## src/design/utg_consts.svh

```systemverilog
// constants of the transmit gate and half-duplex control block
// assumes inclusion by bare name from the design files
`ifndef UTG_CONSTS_SVH
`define UTG_CONSTS_SVH

// register byte addresses
`define UTG_TPR_OFFS   32'h4000_8030
`define UTG_STAT_OFFS  32'h4000_8034
`define UTG_HDC_OFFS   32'h4000_8040

// field positions
`define UTG_TP_BIT     7
`define UTG_HD_BIT     0
`define UTG_ST_BUSY    0
`define UTG_ST_STALL   1
`define UTG_ST_LOCK    2

// reset values
`define UTG_TP_RST     1'h1
`define UTG_HD_RST     1'h0

// bus answers
`define UTG_RESP_OKAY  2'h0
`define UTG_RESP_SLV   2'h2

`endif

```

## src/design/utg_pkg.sv

```systemverilog
// types of the transmit gate and half-duplex control block
// assumes the constants header is included by the design files
package utg_pkg;

    // axi4-lite requests from the master
    typedef struct packed {
        logic [31:0] awaddr;
        logic        awvalid;
        logic [31:0] wdata;
        logic [3:0]  wstrb;
        logic        wvalid;
        logic        bready;
        logic [31:0] araddr;
        logic        arvalid;
        logic        rready;
    } utg_axil_req_t;

    // axi4-lite answers to the master
    typedef struct packed {
        logic        awready;
        logic        wready;
        logic        bvalid;
        logic [1:0]  bresp;
        logic        arready;
        logic        rvalid;
        logic [31:0] rdata;
        logic [1:0]  rresp;
    } utg_axil_rsp_t;

    // transmit gate states, one-hot
    typedef enum logic [1:0] {
        UTG_IDLE = 2'b01,
        UTG_SEND = 2'b10
    } utg_tx_state_t;

endpackage : utg_pkg

```

## src/design/utg_rx_lock.sv

```systemverilog
// receiver lock of the half-duplex mode
// assumes rx_active_i comes from the receiver on the same clock
`timescale 1ns/1ps
module utg_rx_lock import utg_pkg::*; (
    input  wire logic clk_i,       // port clock
    input  wire logic arst_n_i,    // async reset, low
    input  wire logic hd_en_i,     // half-duplex enable
    input  wire logic rx_active_i, // character being received
    output logic      rx_lock_o    // receiver locked
);

    logic lock;      // lock state
    logic next_lock; // next lock state

    // lock when idle or once the running character ends
    always_comb begin
        next_lock = hd_en_i & (lock | ~rx_active_i);
        if (!hd_en_i) begin
            next_lock = 1'b0;
        end
    end

    // register the lock
    always_ff @(posedge clk_i or negedge arst_n_i) begin
        if (!arst_n_i) begin
            lock <= 1'b0;
        end else begin
            lock <= next_lock;
        end
    end

    assign rx_lock_o = lock;
endmodule : utg_rx_lock

```

## src/design/utg_top.sv

```systemverilog
// transmit gate and half-duplex control of a serial port
// assumes holding register, shifter and receiver sit on clk_i;
// software reaches the registers over axi4-lite
`timescale 1ns/1ps
`include "utg_consts.svh"
module utg_top import utg_pkg::*; #(
    parameter int DATA_W = 8 // character width
) (
    input  wire logic              clk_i,        // port clock, 25 MHz
    input  wire logic              arst_n_i,     // async reset, low
    input  wire utg_axil_req_t     axi_i,        // bus requests
    output utg_axil_rsp_t          axi_o,        // bus answers
    input  wire logic              hold_valid_i, // character queued
    input  wire logic [DATA_W-1:0] hold_data_i,  // queued character
    output logic                   hold_ready_o, // character taken
    output logic                   shift_load_o, // load pulse to shifter
    output logic [DATA_W-1:0]      shift_data_o, // character to shifter
    input  wire logic              shift_done_i, // shifter finished char
    input  wire logic              rx_active_i,  // reception running
    output logic                   hd_en_o,      // half-duplex mode
    output logic                   rx_lock_o     // receiver locked
);

    // refuse widths the shifter cannot take
    if (DATA_W < 5 || DATA_W > 9) begin : g_bad_width
        $error("DATA_W must lie between 5 and 9");
    end

    // ---- write channel state ----
    logic        aw_full;       // write address held
    logic        next_aw_full;
    logic [31:0] aw_addr;       // held write address
    logic [31:0] next_aw_addr;
    logic        w_full;        // write data held
    logic        next_w_full;
    logic [31:0] w_data;        // held write data
    logic [31:0] next_w_data;
    logic [3:0]  w_strb;        // held byte strobes
    logic [3:0]  next_w_strb;
    logic        bvalid;        // write answer pending
    logic        next_bvalid;
    logic [1:0]  bresp;         // write answer code
    logic [1:0]  next_bresp;
    logic        wr_fire;       // write performed now
    logic        wr_hit;        // write address mapped

    // ---- read channel state ----
    logic        rvalid;        // read answer pending
    logic        next_rvalid;
    logic [31:0] rdata;         // read answer data
    logic [31:0] next_rdata;
    logic [1:0]  rresp;         // read answer code
    logic [1:0]  next_rresp;
    logic        rd_fire;       // read address taken

    // ---- control registers ----
    logic        permit;        // transmit permit
    logic        next_permit;
    logic        hd_en;         // half-duplex enable
    logic        next_hd_en;

    // ---- transmit gate ----
    utg_tx_state_t     st;      // gate state
    utg_tx_state_t     next_st;
    logic              load;    // load pulse
    logic              next_load;
    logic [DATA_W-1:0] sdata;   // character for shifter
    logic [DATA_W-1:0] next_sdata;
    logic              pop;     // holding register may give

    // write decode against held address
    assign wr_hit = (aw_addr == `UTG_TPR_OFFS) || (aw_addr == `UTG_HDC_OFFS);
    // both halves present and no answer outstanding
    assign wr_fire = aw_full && w_full && !bvalid;

    // write channel next values
    always_comb begin
        next_aw_full = aw_full;
        next_aw_addr = aw_addr;
        next_w_full  = w_full;
        next_w_data  = w_data;
        next_w_strb  = w_strb;
        next_bvalid  = bvalid;
        next_bresp   = bresp;
        // take address when free
        if (axi_i.awvalid && !aw_full) begin
            next_aw_full = 1'b1;
            next_aw_addr = axi_i.awaddr;
        end
        // take data when free, in either order
        if (axi_i.wvalid && !w_full) begin
            next_w_full = 1'b1;
            next_w_data = axi_i.wdata;
            next_w_strb = axi_i.wstrb;
        end
        // answer consumed
        if (bvalid && axi_i.bready) begin
            next_bvalid = 1'b0;
        end
        // perform write and raise answer
        if (wr_fire) begin
            next_aw_full = 1'b0;
            next_w_full  = 1'b0;
            next_bvalid  = 1'b1;
            next_bresp   = wr_hit ? `UTG_RESP_OKAY : `UTG_RESP_SLV;
        end
    end

    // write channel registers
    always_ff @(posedge clk_i or negedge arst_n_i) begin
        if (!arst_n_i) begin
            aw_full <= 1'b0;
            aw_addr <= 32'h0;
            w_full  <= 1'b0;
            w_data  <= 32'h0;
            w_strb  <= 4'h0;
            bvalid  <= 1'b0;
            bresp   <= 2'h0;
        end else begin
            aw_full <= next_aw_full;
            aw_addr <= next_aw_addr;
            w_full  <= next_w_full;
            w_data  <= next_w_data;
            w_strb  <= next_w_strb;
            bvalid  <= next_bvalid;
            bresp   <= next_bresp;
        end
    end

    // read address accepted while no answer waits
    assign rd_fire = axi_i.arvalid && !rvalid;

    // read channel next values
    always_comb begin
        next_rvalid = rvalid;
        next_rdata  = rdata;
        next_rresp  = rresp;
        // answer consumed
        if (rvalid && axi_i.rready) begin
            next_rvalid = 1'b0;
        end
        // decode and capture, reserved bits read zero
        if (rd_fire) begin
            next_rvalid = 1'b1;
            next_rdata  = 32'h0;
            next_rresp  = `UTG_RESP_OKAY;
            case (axi_i.araddr)
                `UTG_TPR_OFFS: begin
                    next_rdata[`UTG_TP_BIT] = permit;
                end
                `UTG_HDC_OFFS: begin
                    next_rdata[`UTG_HD_BIT] = hd_en;
                end
                `UTG_STAT_OFFS: begin
                    next_rdata[`UTG_ST_BUSY]  = (st == UTG_SEND);
                    next_rdata[`UTG_ST_STALL] = !permit && hold_valid_i;
                    next_rdata[`UTG_ST_LOCK]  = rx_lock_o;
                end
                default: begin
                    next_rresp = `UTG_RESP_SLV;
                end
            endcase
        end
    end

    // read channel registers
    always_ff @(posedge clk_i or negedge arst_n_i) begin
        if (!arst_n_i) begin
            rvalid <= 1'b0;
            rdata  <= 32'h0;
            rresp  <= 2'h0;
        end else begin
            rvalid <= next_rvalid;
            rdata  <= next_rdata;
            rresp  <= next_rresp;
        end
    end

    // bus answers
    always_comb begin
        axi_o.awready = !aw_full;
        axi_o.wready  = !w_full;
        axi_o.bvalid  = bvalid;
        axi_o.bresp   = bresp;
        axi_o.arready = !rvalid;
        axi_o.rvalid  = rvalid;
        axi_o.rdata   = rdata;
        axi_o.rresp   = rresp;
    end

    // control register next values, only low byte lane matters
    always_comb begin
        next_permit = permit;
        next_hd_en  = hd_en;
        if (wr_fire && w_strb[0]) begin
            // permit write
            if (aw_addr == `UTG_TPR_OFFS) begin
                next_permit = w_data[`UTG_TP_BIT];
            end
            // half-duplex write
            if (aw_addr == `UTG_HDC_OFFS) begin
                next_hd_en = w_data[`UTG_HD_BIT];
            end
        end
    end

    // control registers
    always_ff @(posedge clk_i or negedge arst_n_i) begin
        if (!arst_n_i) begin
            permit <= `UTG_TP_RST;
            hd_en  <= `UTG_HD_RST;
        end else begin
            permit <= next_permit;
            hd_en  <= next_hd_en;
        end
    end

    // the holding register gives only while idle and permitted
    assign pop          = (st == UTG_IDLE) && permit;
    assign hold_ready_o = pop;

    // transmit gate next values
    always_comb begin
        next_st    = st;
        next_load  = 1'b0;
        next_sdata = sdata;
        case (st)
            UTG_IDLE: begin
                // move one character once earlier ones are out
                if (hold_valid_i && pop) begin
                    next_load  = 1'b1;
                    next_sdata = hold_data_i;
                    next_st    = UTG_SEND;
                end
            end
            UTG_SEND: begin
                // finish character even if permit drops
                if (shift_done_i) begin
                    next_st = UTG_IDLE;
                end
            end
            default: begin
                next_st = UTG_IDLE;
            end
        endcase
    end

    // transmit gate registers
    always_ff @(posedge clk_i or negedge arst_n_i) begin
        if (!arst_n_i) begin
            st    <= UTG_IDLE;
            load  <= 1'b0;
            sdata <= '0;
        end else begin
            st    <= next_st;
            load  <= next_load;
            sdata <= next_sdata;
        end
    end

    assign shift_load_o = load;
    assign shift_data_o = sdata;
    assign hd_en_o      = hd_en;

    // receiver lock of half-duplex mode
    utg_rx_lock u_rx_lock (
        .clk_i       (clk_i),
        .arst_n_i    (arst_n_i),
        .hd_en_i     (hd_en),
        .rx_active_i (rx_active_i),
        .rx_lock_o   (rx_lock_o)
    );
endmodule : utg_top

```

## config.mk

```make
export PLATFORM = sky130hd
export DESIGN_NAME = utg_top
export DESIGN_NICKNAME = d
export VERILOG_FILES = /design/src/design/utg_pkg.sv /design/src/design/utg_rx_lock.sv /design/src/design/utg_top.sv
export VERILOG_INCLUDE_DIRS = /design/src /design/src/design
export SDC_FILE = /design/constraint.sdc
export NUM_CORES = 1
export LEC_CHECK = 0
export BUFFER_PORTS_ARGS = -buffer_cell sky130_fd_sc_hd__buf_2
export CAP_MARGIN = 20
export CORE_UTILIZATION = 42
export CTS_BUF_LIST = sky130_fd_sc_hd__clkbuf_16
export CTS_CLUSTER_DIAMETER = 30
export DETAILED_ROUTE_END_ITERATION = 10
export PLACE_DENSITY = 0.89
export SETUP_SLACK_MARGIN = 0.2
export SLEW_MARGIN = 20
export SYNTH_ARGS = -nofsm -noshare
export SYNTH_HDL_FRONTEND = slang
export SYNTH_HIERARCHICAL = 1
export SYNTH_SLANG_ARGS = --single-unit
```

## constraint.sdc

```tcl
create_clock -name clk_i -period 2 [get_ports clk_i]
set_input_delay 0.2 -clock clk_i [delete_from_list [all_inputs] [get_ports clk_i]]
set_output_delay 0.2 -clock clk_i [all_outputs]
set_load 0.1 [all_outputs]
```

# ---- Yosys cells after proc, flatten, opt, wreduce, memory -nomap -nowiden
# Index checks and enable logic that the tools add are counted.
dict set report totals {
  ff_bits 67
  output_inout_bits 53
  word_cells 73
}
dict set report classes {
  eq_ne 9
  muxes 19
  bitwise 3
  reduce_logical 26
}
# op count
set ops {}
lappend ops {{32-bit by 31-bit == test with 1-bit output, second input constant} 5}
lappend ops {{1-bit 2-to-1 mux} 12}
lappend ops {{1-bit logical AND} 11}
lappend ops {{2-bit 2-to-1 mux} 5}
lappend ops {{2-bit AND reduction} 4}
lappend ops {{2-bit nonzero test} 4}
lappend ops {{1-bit zero test} 5}
lappend ops {{2-bit case mux with 2 select lines} 1}
lappend ops {{3-bit OR reduction} 1}
lappend ops {{2-bit by 1-bit == test with 1-bit output, second input constant} 1}
lappend ops {{2-bit == test, second input constant} 1}
lappend ops {{2-bit by 1-bit != test with 1-bit output, second input constant} 1}
lappend ops {{2-bit != test, second input constant} 1}
lappend ops {{1-bit case mux with 2 select lines} 1}
lappend ops {{1-bit bitwise AND} 1}
lappend ops {{1-bit logical OR} 1}
lappend ops {{1-bit NOT} 1}
lappend ops {{1-bit bitwise OR} 1}

# ---- Logic depth before layout (Yosys ltp)
# Gate-level depths: netlist (run 1).
dict set report logic_depth {
  word_depth 5
  ltp_mapped 5
  ltp_nobuf 4
}

# ---- Hierarchy
# The synthesis (run 1) kept the hierarchy.
# module n_inst cells_each area_per_inst_um2 seq_area_each_um2
set modules_own_cells {}
lappend modules_own_cells {utg_top 1 208 2641.3 1453.9}
lappend modules_own_cells {utg_rx_lock 1 3 36.3 25.0}

# ---- Worst setup path before layout (run 1)
# No wires, ideal clock.
dict set report synth_path {
  path_kind {register -> register}
  from {register permit}
  to {register sdata[1], in the netlist shift_data_o[1]}
  setup_ns 0.126
  t_arrival_ns 2.553
  slack_ns -0.679
  path_stages_with_launch 6
  path_buffers 1
  path_cell_list {dfstp_2 nand2_1 nor2_1 nand2_1 buf_2 mux2_2}
}
dict set report synth_via {
  elab_chain_len 3
}
# item line_no
set synth_lines {}
lappend synth_lines {{from (decl)} utg_top.sv:57} ;# logic permit;
lappend synth_lines {{from (signal assigned)} utg_top.sv:210} ;# permit <= `UTG_TP_RST;
lappend synth_lines {{from (signal assigned)} utg_top.sv:213} ;# permit <= next_permit;
lappend synth_lines {{1-bit logical AND} utg_top.sv:219} ;# assign pop = (st == UTG_IDLE) && permit;
lappend synth_lines {{net hold_ready_o} utg_top.sv:15} ;# output logic hold_ready_o,
lappend synth_lines {{1-bit logical AND} utg_top.sv:230} ;# if (hold_valid_i && pop) begin
lappend synth_lines {{2-bit AND reduction (no line)} --}
lappend synth_lines {{to (signal assigned)} utg_top.sv:257} ;# sdata <= next_sdata;
lappend synth_lines {{to (decl)} utg_top.sv:67} ;# logic [DATA_W-1:0] sdata;
# The timed path passes the listed nets, and every way through them passes these cells.
# A chain may end at the register's enable or synchronous reset.

# ---- Worst setup path after layout (run 1)
dict set report layout_path {
  from {register permit}
  to {output hold_ready_o}
}
dict set report layout_via {
  elab_chain_len 1
}
# item line_no
set layout_lines {}
lappend layout_lines {{1-bit logical AND} utg_top.sv:219}
lappend layout_lines {{to (decl)} utg_top.sv:15}
# Every way passes these cells.

==> impl_metrics.env, run 1 <==
export IMPL_run_status="finished, final reports clean"
export IMPL_areaGrowthSynthToFinish_pct=32.1
export IMPL_tritoncts_buffers=9
export IMPL_synth_cell_type_count=33
export IMPL_die_h_um=81.8
export IMPL_via_count=1915
export IMPL_yosys_top_cells_count="57 x sky130_fd_sc_hd__dfrtp_1, 41 x sky130_fd_sc_hd__mux2_2, 32 x sky130_fd_sc_hd__buf_4"
export IMPL_drt_initial_drc_count=55
export IMPL_area_sequential_um2=1480
export IMPL_hold_path_depth=2
export IMPL_floorplan_rows=28
export IMPL_cell_with_the_largest_stage_delay_on_the_worst_path="sky130_fd_sc_hd__dfstp_2"
export IMPL_insertion_delay_ns=0.32
export IMPL_grt_overflow_total=0
export IMPL_maximum_root_to_sink_buffer_count=2
export IMPL_initial_antenna_violation_count=0
export IMPL_ys_async_sr_fraction=1.00
export IMPL_io_pins=171
export IMPL_yosys_warnings=6
export IMPL_wirelength_um=5470
export IMPL_ir_drop_v=0.00179
export IMPL_dieArea_um2=6700
export IMPL_r2r_start="aw_addr[9]$_DFFE_PN0P_"
export IMPL_dr_pass1_iters=4
export IMPL_clock_sink_count=59
export IMPL_syn_cell_area_um2=2680
export IMPL_hold_viol=0
export IMPL_first_global_vias=1936
export IMPL_timing_final_crit_share=0.855
export IMPL_worst_r2r_path_depth=4
export IMPL_worst_r2r_setup_slack_ns=0.29
export IMPL_grt_pass1_wl_um=8970
export IMPL_capture_instance_of_the_worst_register_to_register_path="hd_en_o$_DFFE_PN0P_"
export IMPL_class_of_the_most_critical_setup_path="flip-flop to output pin"
export IMPL_netlist_top_cells_area="sky130_fd_sc_hd__dfrtp_1 53%, sky130_fd_sc_hd__mux2_2 17%, sky130_fd_sc_hd__buf_4 9.0%"
export IMPL_leakage_nw=1.77
export IMPL_worstMarginPinSlew_ns=0.530
export IMPL_worstHoldEndpoint="u_rx_lock/rx_lock_o$_DFF_PN0_"
export IMPL_initial_core_util=0.444
export IMPL_finalSetupViolCount=0
export IMPL_hold_path_class="input port to flip-flop"
export IMPL_synth_most_common_cell="sky130_fd_sc_hd__dfrtp_1"
export IMPL_postSynthCellCount=211
export IMPL_die_w_um=81.8
export IMPL_dp_hpwl_um=4230
export IMPL_clock_skew_final_ns=0.00719
export IMPL_crit_path_max_fanout=4
export IMPL_wl_per_cell_um=13.5
export IMPL_fin_crit_ns=1.71
export IMPL_vias_per_cell=4.73
export IMPL_power_density_nw_per_um2=1350
export IMPL_hold_ws_ns=0.0601
export IMPL_diodes=0
export IMPL_post_synth_top_area_cell="sky130_fd_sc_hd__dfrtp_1"
export IMPL_cts_root_buffer_cell="sky130_fd_sc_hd__clkbuf_16"
export IMPL_max_cap_violations=0
export IMPL_fillCellCount=507
export IMPL_worst_endpoint_required_time_ns=1.80
export IMPL_maxSlewHeadroom=0.647
export IMPL_grt_start_max_net_pins=38
export IMPL_io_buffer_count=107
export IMPL_clkTransAtPathRegs_ns=0.05
export IMPL_syn_avg_cell_area_um2=12.7
export IMPL_grt_use_total=0.181
export IMPL_synth_ff_type="sky130_fd_sc_hd__dfrtp_1"
export IMPL_finalMaxSlewViolations=0
export IMPL_worstPathCellList="nand2_1, nor2_4, buf_2"
export IMPL_critical_path_max_stage_delay_ns=0.55
export IMPL_multiInputGateArea_um2=1030
export IMPL_rsz0062_at_grt="true"
export IMPL_place_congestion=0.759
export IMPL_cts_tree="built"
export IMPL_timing_critical_path_to_type="output pin"
export IMPL_critPathArrivalTime_ns=1.51
export IMPL_synth_seq_area_share=0.552
export IMPL_design_core_area_um2=6030
export IMPL_setup_worst_path_start_class="flip-flop"
export IMPL_max_clock_freq_ghz=0.585
export IMPL_synth_seq_cells=59
export IMPL_drc=0
export IMPL_yosysTopAreaCellShare=0.533
export IMPL_setup_tns_ns=0
export IMPL_ant_nets=0
export IMPL_fraction_of_final_layout_cells_with_drive_strength_greater_than_1=0.536
export IMPL_synth_edff_count=0
export IMPL_cts_max_level=3
export IMPL_min_from="rx_active_i"
export IMPL_nNetsFinal=443
cells in the final DEF, fill, tap and decap left out, drive strengths merged, types with 3 or more instances in the layout:
master  Yosys  layout
clkbuf      2       9
dfrtp      57      57
buf        36     111
nor4b       4       4
clkinv      0       3
nand4       4       4
nor2       10      10
conb        1      30
mux2       45      45
nor4       11      11
inv         8       9
nor2b       3       3
nand2       7       7
cell families (layout without fill, tap and decap cells):
logic type	Yosys count	in the layout	share of synthesized area
AO/OA/AOI/OAI	13	13	0.0360
other	1	30	0.00140
flip-flops	59	59	0.552
multiplexers	45	45	0.189
buffers and inverters	46	136	0.111
AND/OR/NAND/NOR	47	47	0.110
cell type report:
type,count,share of cell area
sequential,59,0.418
clock buffer,9,0.0637
tap,75,0.0265
timing repair buffer,112,0.166
clock inverter,7,0.0241
multi-input combinational,135,0.293
inverter,8,0.00849
critical path: cells and delay by family, from the launching register on:
| family | cells | cell delay [ns] |
|---|---|---|
| DFF | 1 | 0.55 |
| buffers and inverters | 1 | 0.43 |
| and+or+nand+nor | 2 | 0.21 |
flip-flops by register name, indices dropped and copies added, names as in the netlist:
| register | count |
|---|---|
| rdata | 4 |
| w_strb | 1 |
| u_rx_lock/rx_lock_o | 1 |
| st | 2 |
| w_data | 2 |
| bresp | 1 |
| shift_data_o | 8 |
| hd_en_o | 1 |
| shift_load_o | 1 |
| aw_addr | 32 |
| bvalid | 1 |
| w_full | 1 |
| rresp | 1 |
| rvalid | 1 |
| aw_full | 1 |
| permit | 1 |
where the power goes:
group | total, mW | leakage (nW) | switching, mW | internal [mW]
Sequential | 1.85 | 0.720 | 0.250 | 1.60
Clock | 1.57 | 0.154 | 0.497 | 1.07
Combinational | 1.35 | 0.894 | 0.831 | 0.518
Total | 4.77 | 1.77 | 1.58 | 3.19
repair_timing:
item                       4_1_cts  5_1_grt
hold buffers                     1        0
setup endpoints to repair        0        2
gates resized for setup          0        2
setup buffers                    0        2
hold endpoints to repair        20        0
worst max-delay path by stage:
stage | startpoint | end | cells past startpoint
after floorplan | permit$_DFFE_PN1P_ | shift_data_o[1]$_DFFE_PN0P_ | 5
after global placement | aw_addr[21]$_DFFE_PN0P_ | hd_en_o$_DFFE_PN0P_ | 4
after detailed placement | aw_addr[21]$_DFFE_PN0P_ | permit$_DFFE_PN1P_ | 4
after CTS | aw_addr[21]$_DFFE_PN0P_ | permit$_DFFE_PN1P_ | 4
after global routing | aw_addr[9]$_DFFE_PN0P_ | permit$_DFFE_PN1P_ | 4
final | permit$_DFFE_PN1P_ | hold_ready_o | 3
per-layer routing:
metal | track usage | part of all wire | vias to the layer above
met1 | 0.235 | 0.43 | 913
li1 | - | - | 912
met5 | 0 | 0 | -
met4 | 0.0649 | 0.012 | 0
met2 | 0.280 | 0.49 | 82
met3 | 0.0600 | 0.065 | 8
stage by stage:
step / instance area [um^2] / util / power, mW / instances / setup slack (ns)
6_report: 3540 / 0.587 / 4.77 / 405 / 0.290
5_1_grt: 3540 / 0.587 / 5.00 / 405 / 0.189
4_1_cts: 3510 / 0.582 / 4.80 / 403 / 0.202
3_5_place_dp: 3190 / 0.529 / 3.21 / 386 / 0.225
3_3_place_gp: 3190 / 0.529 / 3.12 / 386 / 0.238
2_1_floorplan: 2800 / - / 2.96 / 240 / 0.201
No activity file was read; power rests on OpenSTA's default activity.
==> run 2: changes to the inputs <==
CORE_UTILIZATION = 44   (was 42)
CTS_BUF_LIST = sky130_fd_sc_hd__clkbuf_4   (was sky130_fd_sc_hd__clkbuf_16)
PLACE_DENSITY = 0.93   (was 0.89)
==> run 2 against run 1 <==
Design area shrank 2.2%. Worst setup slack got worse by 0.052 ns. Critical path type is now flip-flop to flip-flop. Highest routed layer unchanged. Global-route usage increased by 0.56 points. Die area decreased by 4.4%.
==> impl_metrics.env, run 2 (synthesis results as in run 1) <==
export IMPL_run_status="finished, final reports clean"
export IMPL_cts_root_buffer_cell="sky130_fd_sc_hd__clkbuf_4"
export IMPL_largest_register="aw_addr"
export IMPL_crit_path_max_fanout=3
export IMPL_io_buffer_count=107
export IMPL_timing_critical_path_to_type="flip-flop"
export IMPL_cts_max_level=3
export IMPL_fin_crit_ns=1.76
export IMPL_class_of_the_most_critical_setup_path="flip-flop to flip-flop"
export IMPL_mostFrequentLayoutCell="sky130_fd_sc_hd__buf_2"
export IMPL_fillCellCount=484
export IMPL_insertion_delay_ns=0.40
export IMPL_dp_hpwl_um=4110
export IMPL_worstPathCellList="nor4_1, nand4_1, nor4_2, mux2_1"
export IMPL_die_w_um=80.0
export IMPL_power_density_nw_per_um2=1160
export IMPL_hold_viol=0
export IMPL_first_global_vias=1911
export IMPL_ant_nets=0
export IMPL_diodes=0
export IMPL_timing_final_crit_share=0.881
export IMPL_initial_core_util=0.455
export IMPL_ir_drop_v=0.00144
export IMPL_maxSlewHeadroom=0.618
export IMPL_report_power_total_mw=4.01
export IMPL_rsz0062_at_grt="true"
export IMPL_setup_tns_ns=0
export IMPL_cts_tree="built"
export IMPL_areaGrowthSynthToFinish_pct=29.1
export IMPL_grt_use_total=0.186
export IMPL_detailed_place_area_um2=3190
export IMPL_finish_instance_area_um2=3460
export IMPL_cell_with_the_largest_stage_delay_on_the_worst_path="sky130_fd_sc_hd__dfrtp_1"
export IMPL_place_congestion=0.765
export IMPL_hold_path_depth=2
export IMPL_path_depth=4
export IMPL_worst_endpoint_required_time_ns=2.28
export IMPL_vias_per_cell=4.68
export IMPL_worst_r2r_path_depth=4
export IMPL_floorplan_rows=28
export IMPL_nNetsFinal=452
export IMPL_critPathArrivalTime_ns=2.05
export IMPL_hold_path_class="input port to flip-flop"
export IMPL_grt_pass1_wl_um=8830
export IMPL_grt_start_max_net_pins=36
export IMPL_max_clock_freq_ghz=0.568
export IMPL_finalMaxSlewViolations=0
export IMPL_die_h_um=80.0
export IMPL_dieArea_um2=6400
export IMPL_post_place_setup_slack_ns=0.183
export IMPL_wl_per_cell_um=13.1
export IMPL_worstMarginPinSlew_ns=0.573
export IMPL_via_count=1939
export IMPL_maximum_root_to_sink_buffer_count=2
export IMPL_fraction_of_final_layout_cells_with_drive_strength_greater_than_1=0.519
export IMPL_tritoncts_buffers=9
export IMPL_clkTransAtPathRegs_ns=0.11
export IMPL_worstPathBufferInverterCount=0
export IMPL_drc=0
export IMPL_io_pins=171
export IMPL_leakage_nw=1.71
export IMPL_most_common_layout_cells="106 x sky130_fd_sc_hd__buf_2, 57 x sky130_fd_sc_hd__dfrtp_1, 41 x sky130_fd_sc_hd__mux2_2"
export IMPL_wirelength_um=5430
export IMPL_critPathTopFamily="simple AND/OR/NAND/NOR gates"
export IMPL_final_critical_path_setup_slack_ns=0.238
export IMPL_clock_skew_final_ns=0.0149
export IMPL_max_cap_violations=0
export IMPL_grt_overflow_total=0
export IMPL_finalSetupViolCount=0
export IMPL_design_core_area_um2=5890
export IMPL_critical_path_max_stage_delay_ns=0.39
export IMPL_clock_sink_count=59
export IMPL_initial_antenna_violation_count=0
export IMPL_largest_register_ff_count=32
export IMPL_setup_worst_path_start_class="flip-flop"
export IMPL_dr_pass1_iters=4
export IMPL_drt_initial_drc_count=56
-- run 2: final timing paths --
kind	from	end	slack, ns
max	aw_addr[25]$_DFFE_PN0P_	hd_en_o$_DFFE_PN0P_	0.24
min reg2reg	rdata[2]$_DFFE_PN0P_	rdata[2]$_DFFE_PN0P_	0.50
min in group asynchronous	arst_n_i	st[1]$_DFFE_PN0P_	0.31
max in group asynchronous	arst_n_i	aw_addr[11]$_DFFE_PN0P_	1.09
max reg2reg	aw_addr[25]$_DFFE_PN0P_	hd_en_o$_DFFE_PN0P_	0.24
min	hold_data_i[0]	shift_data_o[0]$_DFFE_PN0P_	0.02
-- run 2: worst reg2reg max path, stage by stage, from the launching register on --
cell and delay, ns:
sky130_fd_sc_hd__dfrtp_1 0.39, sky130_fd_sc_hd__nor4_1 0.31, sky130_fd_sc_hd__nand4_1 0.24, sky130_fd_sc_hd__nor4_2 0.35, sky130_fd_sc_hd__mux2_1 0.36
-- run 2: power breakdown --
group	internal, mW	switching (mW)	leakage (nW)
logic	0.518	0.833	0.931
registers	1.59	0.247	0.720
clock network	0.374	0.447	0.0632
-- run 2: stage by stage --
stage,utilization,std cells,hold WS [ns]
3_5_place_dp,0.542,386,0.234
5_1_grt,0.587,414,0.00205
6_report,0.587,414,0.0208
3_3_place_gp,0.542,386,0.220
2_1_floorplan,-,240,-0.0956
4_1_cts,0.582,411,0.00223
-- run 2: area by class of cell --
type / count / area (um^2) / share of cell area
Sequential cell: 59 / 1480 / 0.428
Multi-Input combinational cell: 135 / 1030 / 0.299
Timing Repair Buffer: 121 / 683 / 0.198
Tap cell: 75 / 93.8 / 0.0271
Clock inverter: 7 / 68.8 / 0.0199
Clock buffer: 9 / 67.6 / 0.0195
Inverter: 8 / 30.0 / 0.00869
-- run 2: timing repair --
action / 4_1_cts / 5_1_grt
pin swaps: 0 / 5
gates resized for setup: 2 / 1
buffers inserted: 0 / 1
hold endpoints to repair: 31 / 2
endpoints found under the setup margin: 2 / 2
hold buffers: 9 / 2
-- run 2: routing by layer --
| layer | part of all wire | vias up | track usage | wire, um |
|---|---|---|---|---|
| li1 | - | 928 | - | - |
| met1 | 0.44 | 913 | 0.230 | 2380 |
| met2 | 0.49 | 89 | 0.301 | 2640 |
| met3 | 0.057 | 9 | 0.0457 | 307 |
| met4 | 0.018 | 0 | 0.100 | 100 |
| met5 | 0 | - | 0 | 0 |
==> run 3: changes to the inputs <==
CORE_UTILIZATION = 40   (was 44)
PLACE_DENSITY = 0.86   (was 0.93)
==> run 3 against run 2 <==
The flow now finishes with violations (design-rule violations). Die area up 9.7%. Non-clock buffer count down 7. Routed wire length about the same. Sequential power about the same. Critical path depth unchanged. Flip-flop and latch count unchanged. First-iteration DRC count up 46%. Critical endpoint unchanged. Largest cell class unchanged.
==> impl_metrics.env, run 3 (synthesis results as in run 1) <==
export IMPL_vias_per_cell=4.74
export IMPL_critPathTopFamily="simple AND/OR/NAND/NOR gates"
export IMPL_mostFrequentLayoutCell="sky130_fd_sc_hd__buf_2"
export IMPL_nNetsFinal=445
export IMPL_design_core_area_um2=6420
export IMPL_fraction_of_final_layout_cells_with_drive_strength_greater_than_1=0.530
export IMPL_clock_sink_count=59
export IMPL_diodes=0
export IMPL_critPathArrivalTime_ns=2.02
export IMPL_io_pins=171
export IMPL_worst_r2r_setup_slack_ns=0.25
export IMPL_class_of_the_most_critical_setup_path="flip-flop to flip-flop"
export IMPL_ir_drop_v=0.00107
export IMPL_wl_per_cell_um=13.3
export IMPL_numPlacedInstances=388
export IMPL_finalMaxSlewViolations=0
export IMPL_wirelength_um=5420
export IMPL_clock_skew_final_ns=0.0129
export IMPL_cell_with_the_largest_stage_delay_on_the_worst_path="sky130_fd_sc_hd__dfrtp_1"
export IMPL_dieArea_um2=7020
export IMPL_dp_hpwl_um=4100
export IMPL_rsz0062_at_grt="true"
export IMPL_cts_max_level=3
export IMPL_hold_path_class="input port to flip-flop"
export IMPL_via_count=1937
export IMPL_met3_usage=0.0544
export IMPL_drc=30
export IMPL_max_clock_freq_ghz=0.571
export IMPL_worstPathBufferInverterCount=0
export IMPL_first_global_vias=1967
export IMPL_initial_antenna_violation_count=0
export IMPL_worst_endpoint_required_time_ns=2.27
export IMPL_finalSetupViolCount=0
export IMPL_ant_nets=0
export IMPL_max_cap_violations=0
export IMPL_run_status="complete, but fails checks"
export IMPL_critical_path_max_stage_delay_ns=0.42
export IMPL_largest_register="aw_addr"
export IMPL_initial_core_util=0.417
export IMPL_layoutNonFillerInstCount=409
export IMPL_cts_tree="built"
export IMPL_areaGrowthSynthToFinish_pct=27.2
export IMPL_dr_pass1_iters=7
export IMPL_timing_critical_path_to_type="flip-flop"
export IMPL_grt_pass1_wl_um=8600
export IMPL_floorplan_rows=29
export IMPL_place_congestion=0.651
export IMPL_grt_use_total=0.161
export IMPL_violations_in_the_final_reports="design-rule violations"
export IMPL_fin_crit_ns=1.75
export IMPL_setup_tns_ns=0
export IMPL_largest_register_ff_count=32
export IMPL_clkTransAtPathRegs_ns=0.10
export IMPL_hold_viol=0
export IMPL_die_h_um=83.8
export IMPL_tritoncts_buffers=9
export IMPL_grt_overflow_total=0
export IMPL_maximum_root_to_sink_buffer_count=2
export IMPL_power_density_nw_per_um2=1180
export IMPL_grt_met2_usage=0.277
export IMPL_most_common_layout_cells="106 x sky130_fd_sc_hd__buf_2, 57 x sky130_fd_sc_hd__dfrtp_1, 41 x sky130_fd_sc_hd__mux2_2"
export IMPL_setup_worst_path_start_class="flip-flop"
export IMPL_globalRouteMet1Util=0.180
export IMPL_crit_path_max_fanout=3
export IMPL_insertion_delay_ns=0.39
export IMPL_drt_initial_drc_count=82
export IMPL_cts_root_buffer_cell="sky130_fd_sc_hd__clkbuf_4"
export IMPL_timing_final_crit_share=0.876
export IMPL_leakage_nw=1.70
export IMPL_grt_start_max_net_pins=39
export IMPL_worstMarginPinSlew_ns=0.536
export IMPL_maxSlewHeadroom=0.643
export IMPL_busiest_layer="met2"
export IMPL_worstPathCellList="nor4_4, nand4_1, nor4_2, mux2_1"
export IMPL_fin_util=0.530
export IMPL_die_w_um=83.8
export IMPL_io_buffer_count=107
## run 3: power by group
part	internal, mW	leakage, nW	switching (mW)
combinational	0.520	0.904	0.819
clock	0.396	0.0734	0.415
sequential	1.59	0.720	0.266
total	2.51	1.70	1.50
## run 3: worst paths after layout
| kind | startpoint | to | cells past startpoint |
|---|---|---|---|
| min in group asynchronous | arst_n_i | aw_addr[15]$_DFFE_PN0P_ | 2 |
| min | axi_i[100] | aw_addr[27]$_DFFE_PN0P_ | 2 |
| max | aw_addr[16]$_DFFE_PN0P_ | hd_en_o$_DFFE_PN0P_ | 4 |
| min reg2reg | rdata[0]$_DFFE_PN0P_ | rdata[0]$_DFFE_PN0P_ | 2 |
| max reg2reg | aw_addr[16]$_DFFE_PN0P_ | hd_en_o$_DFFE_PN0P_ | 4 |
| max in group asynchronous | arst_n_i | permit$_DFFE_PN1P_ | 3 |
## run 3: timing repair
| action | 4_1_cts | 5_1_grt |
|---|---|---|
| setup buffers | 0 | 0 |
| hold buffers | 4 | 1 |
| pin swaps | 2 | 4 |
| gates resized for setup | 2 | 4 |
| endpoints found under the setup margin | 2 | 2 |
| hold endpoints to repair | 23 | 1 |
## run 3: metrics by stage
step | setup WS [ns] | hold WS (ns) | power, mW | area, um^2
floorplan | 0.201 | -0.0956 | 2.96 | 2800
global placement | 0.217 | 0.201 | 3.12 | 3190
detailed placement | 0.143 | 0.209 | 3.18 | 3190
CTS | 0.164 | 0.00117 | 4.01 | 3370
global route | 0.134 | 0.000189 | 4.22 | 3410
finish | 0.248 | 0.0234 | 4.01 | 3410
## run 3: layout make-up
cell class                      instances  area, um^2
Fill cell                             593        3020
Inverter                                8        30.0
Timing Repair Buffer                  114         616
Clock inverter                          5        46.3
Clock buffer                           11        82.6
Sequential cell                        59        1480
Multi-Input combinational cell        135        1060
Tap cell                               77        96.3
## run 3: routing by layer
metal / part of all wire / wire, um / up-vias
li1: - / - / 917
met1: 0.40 / 2170 / 921
met2: 0.52 / 2800 / 93
met3: 0.071 / 387 / 6
met4: 0.013 / 69 / 0
met5: 0 / 0 / -
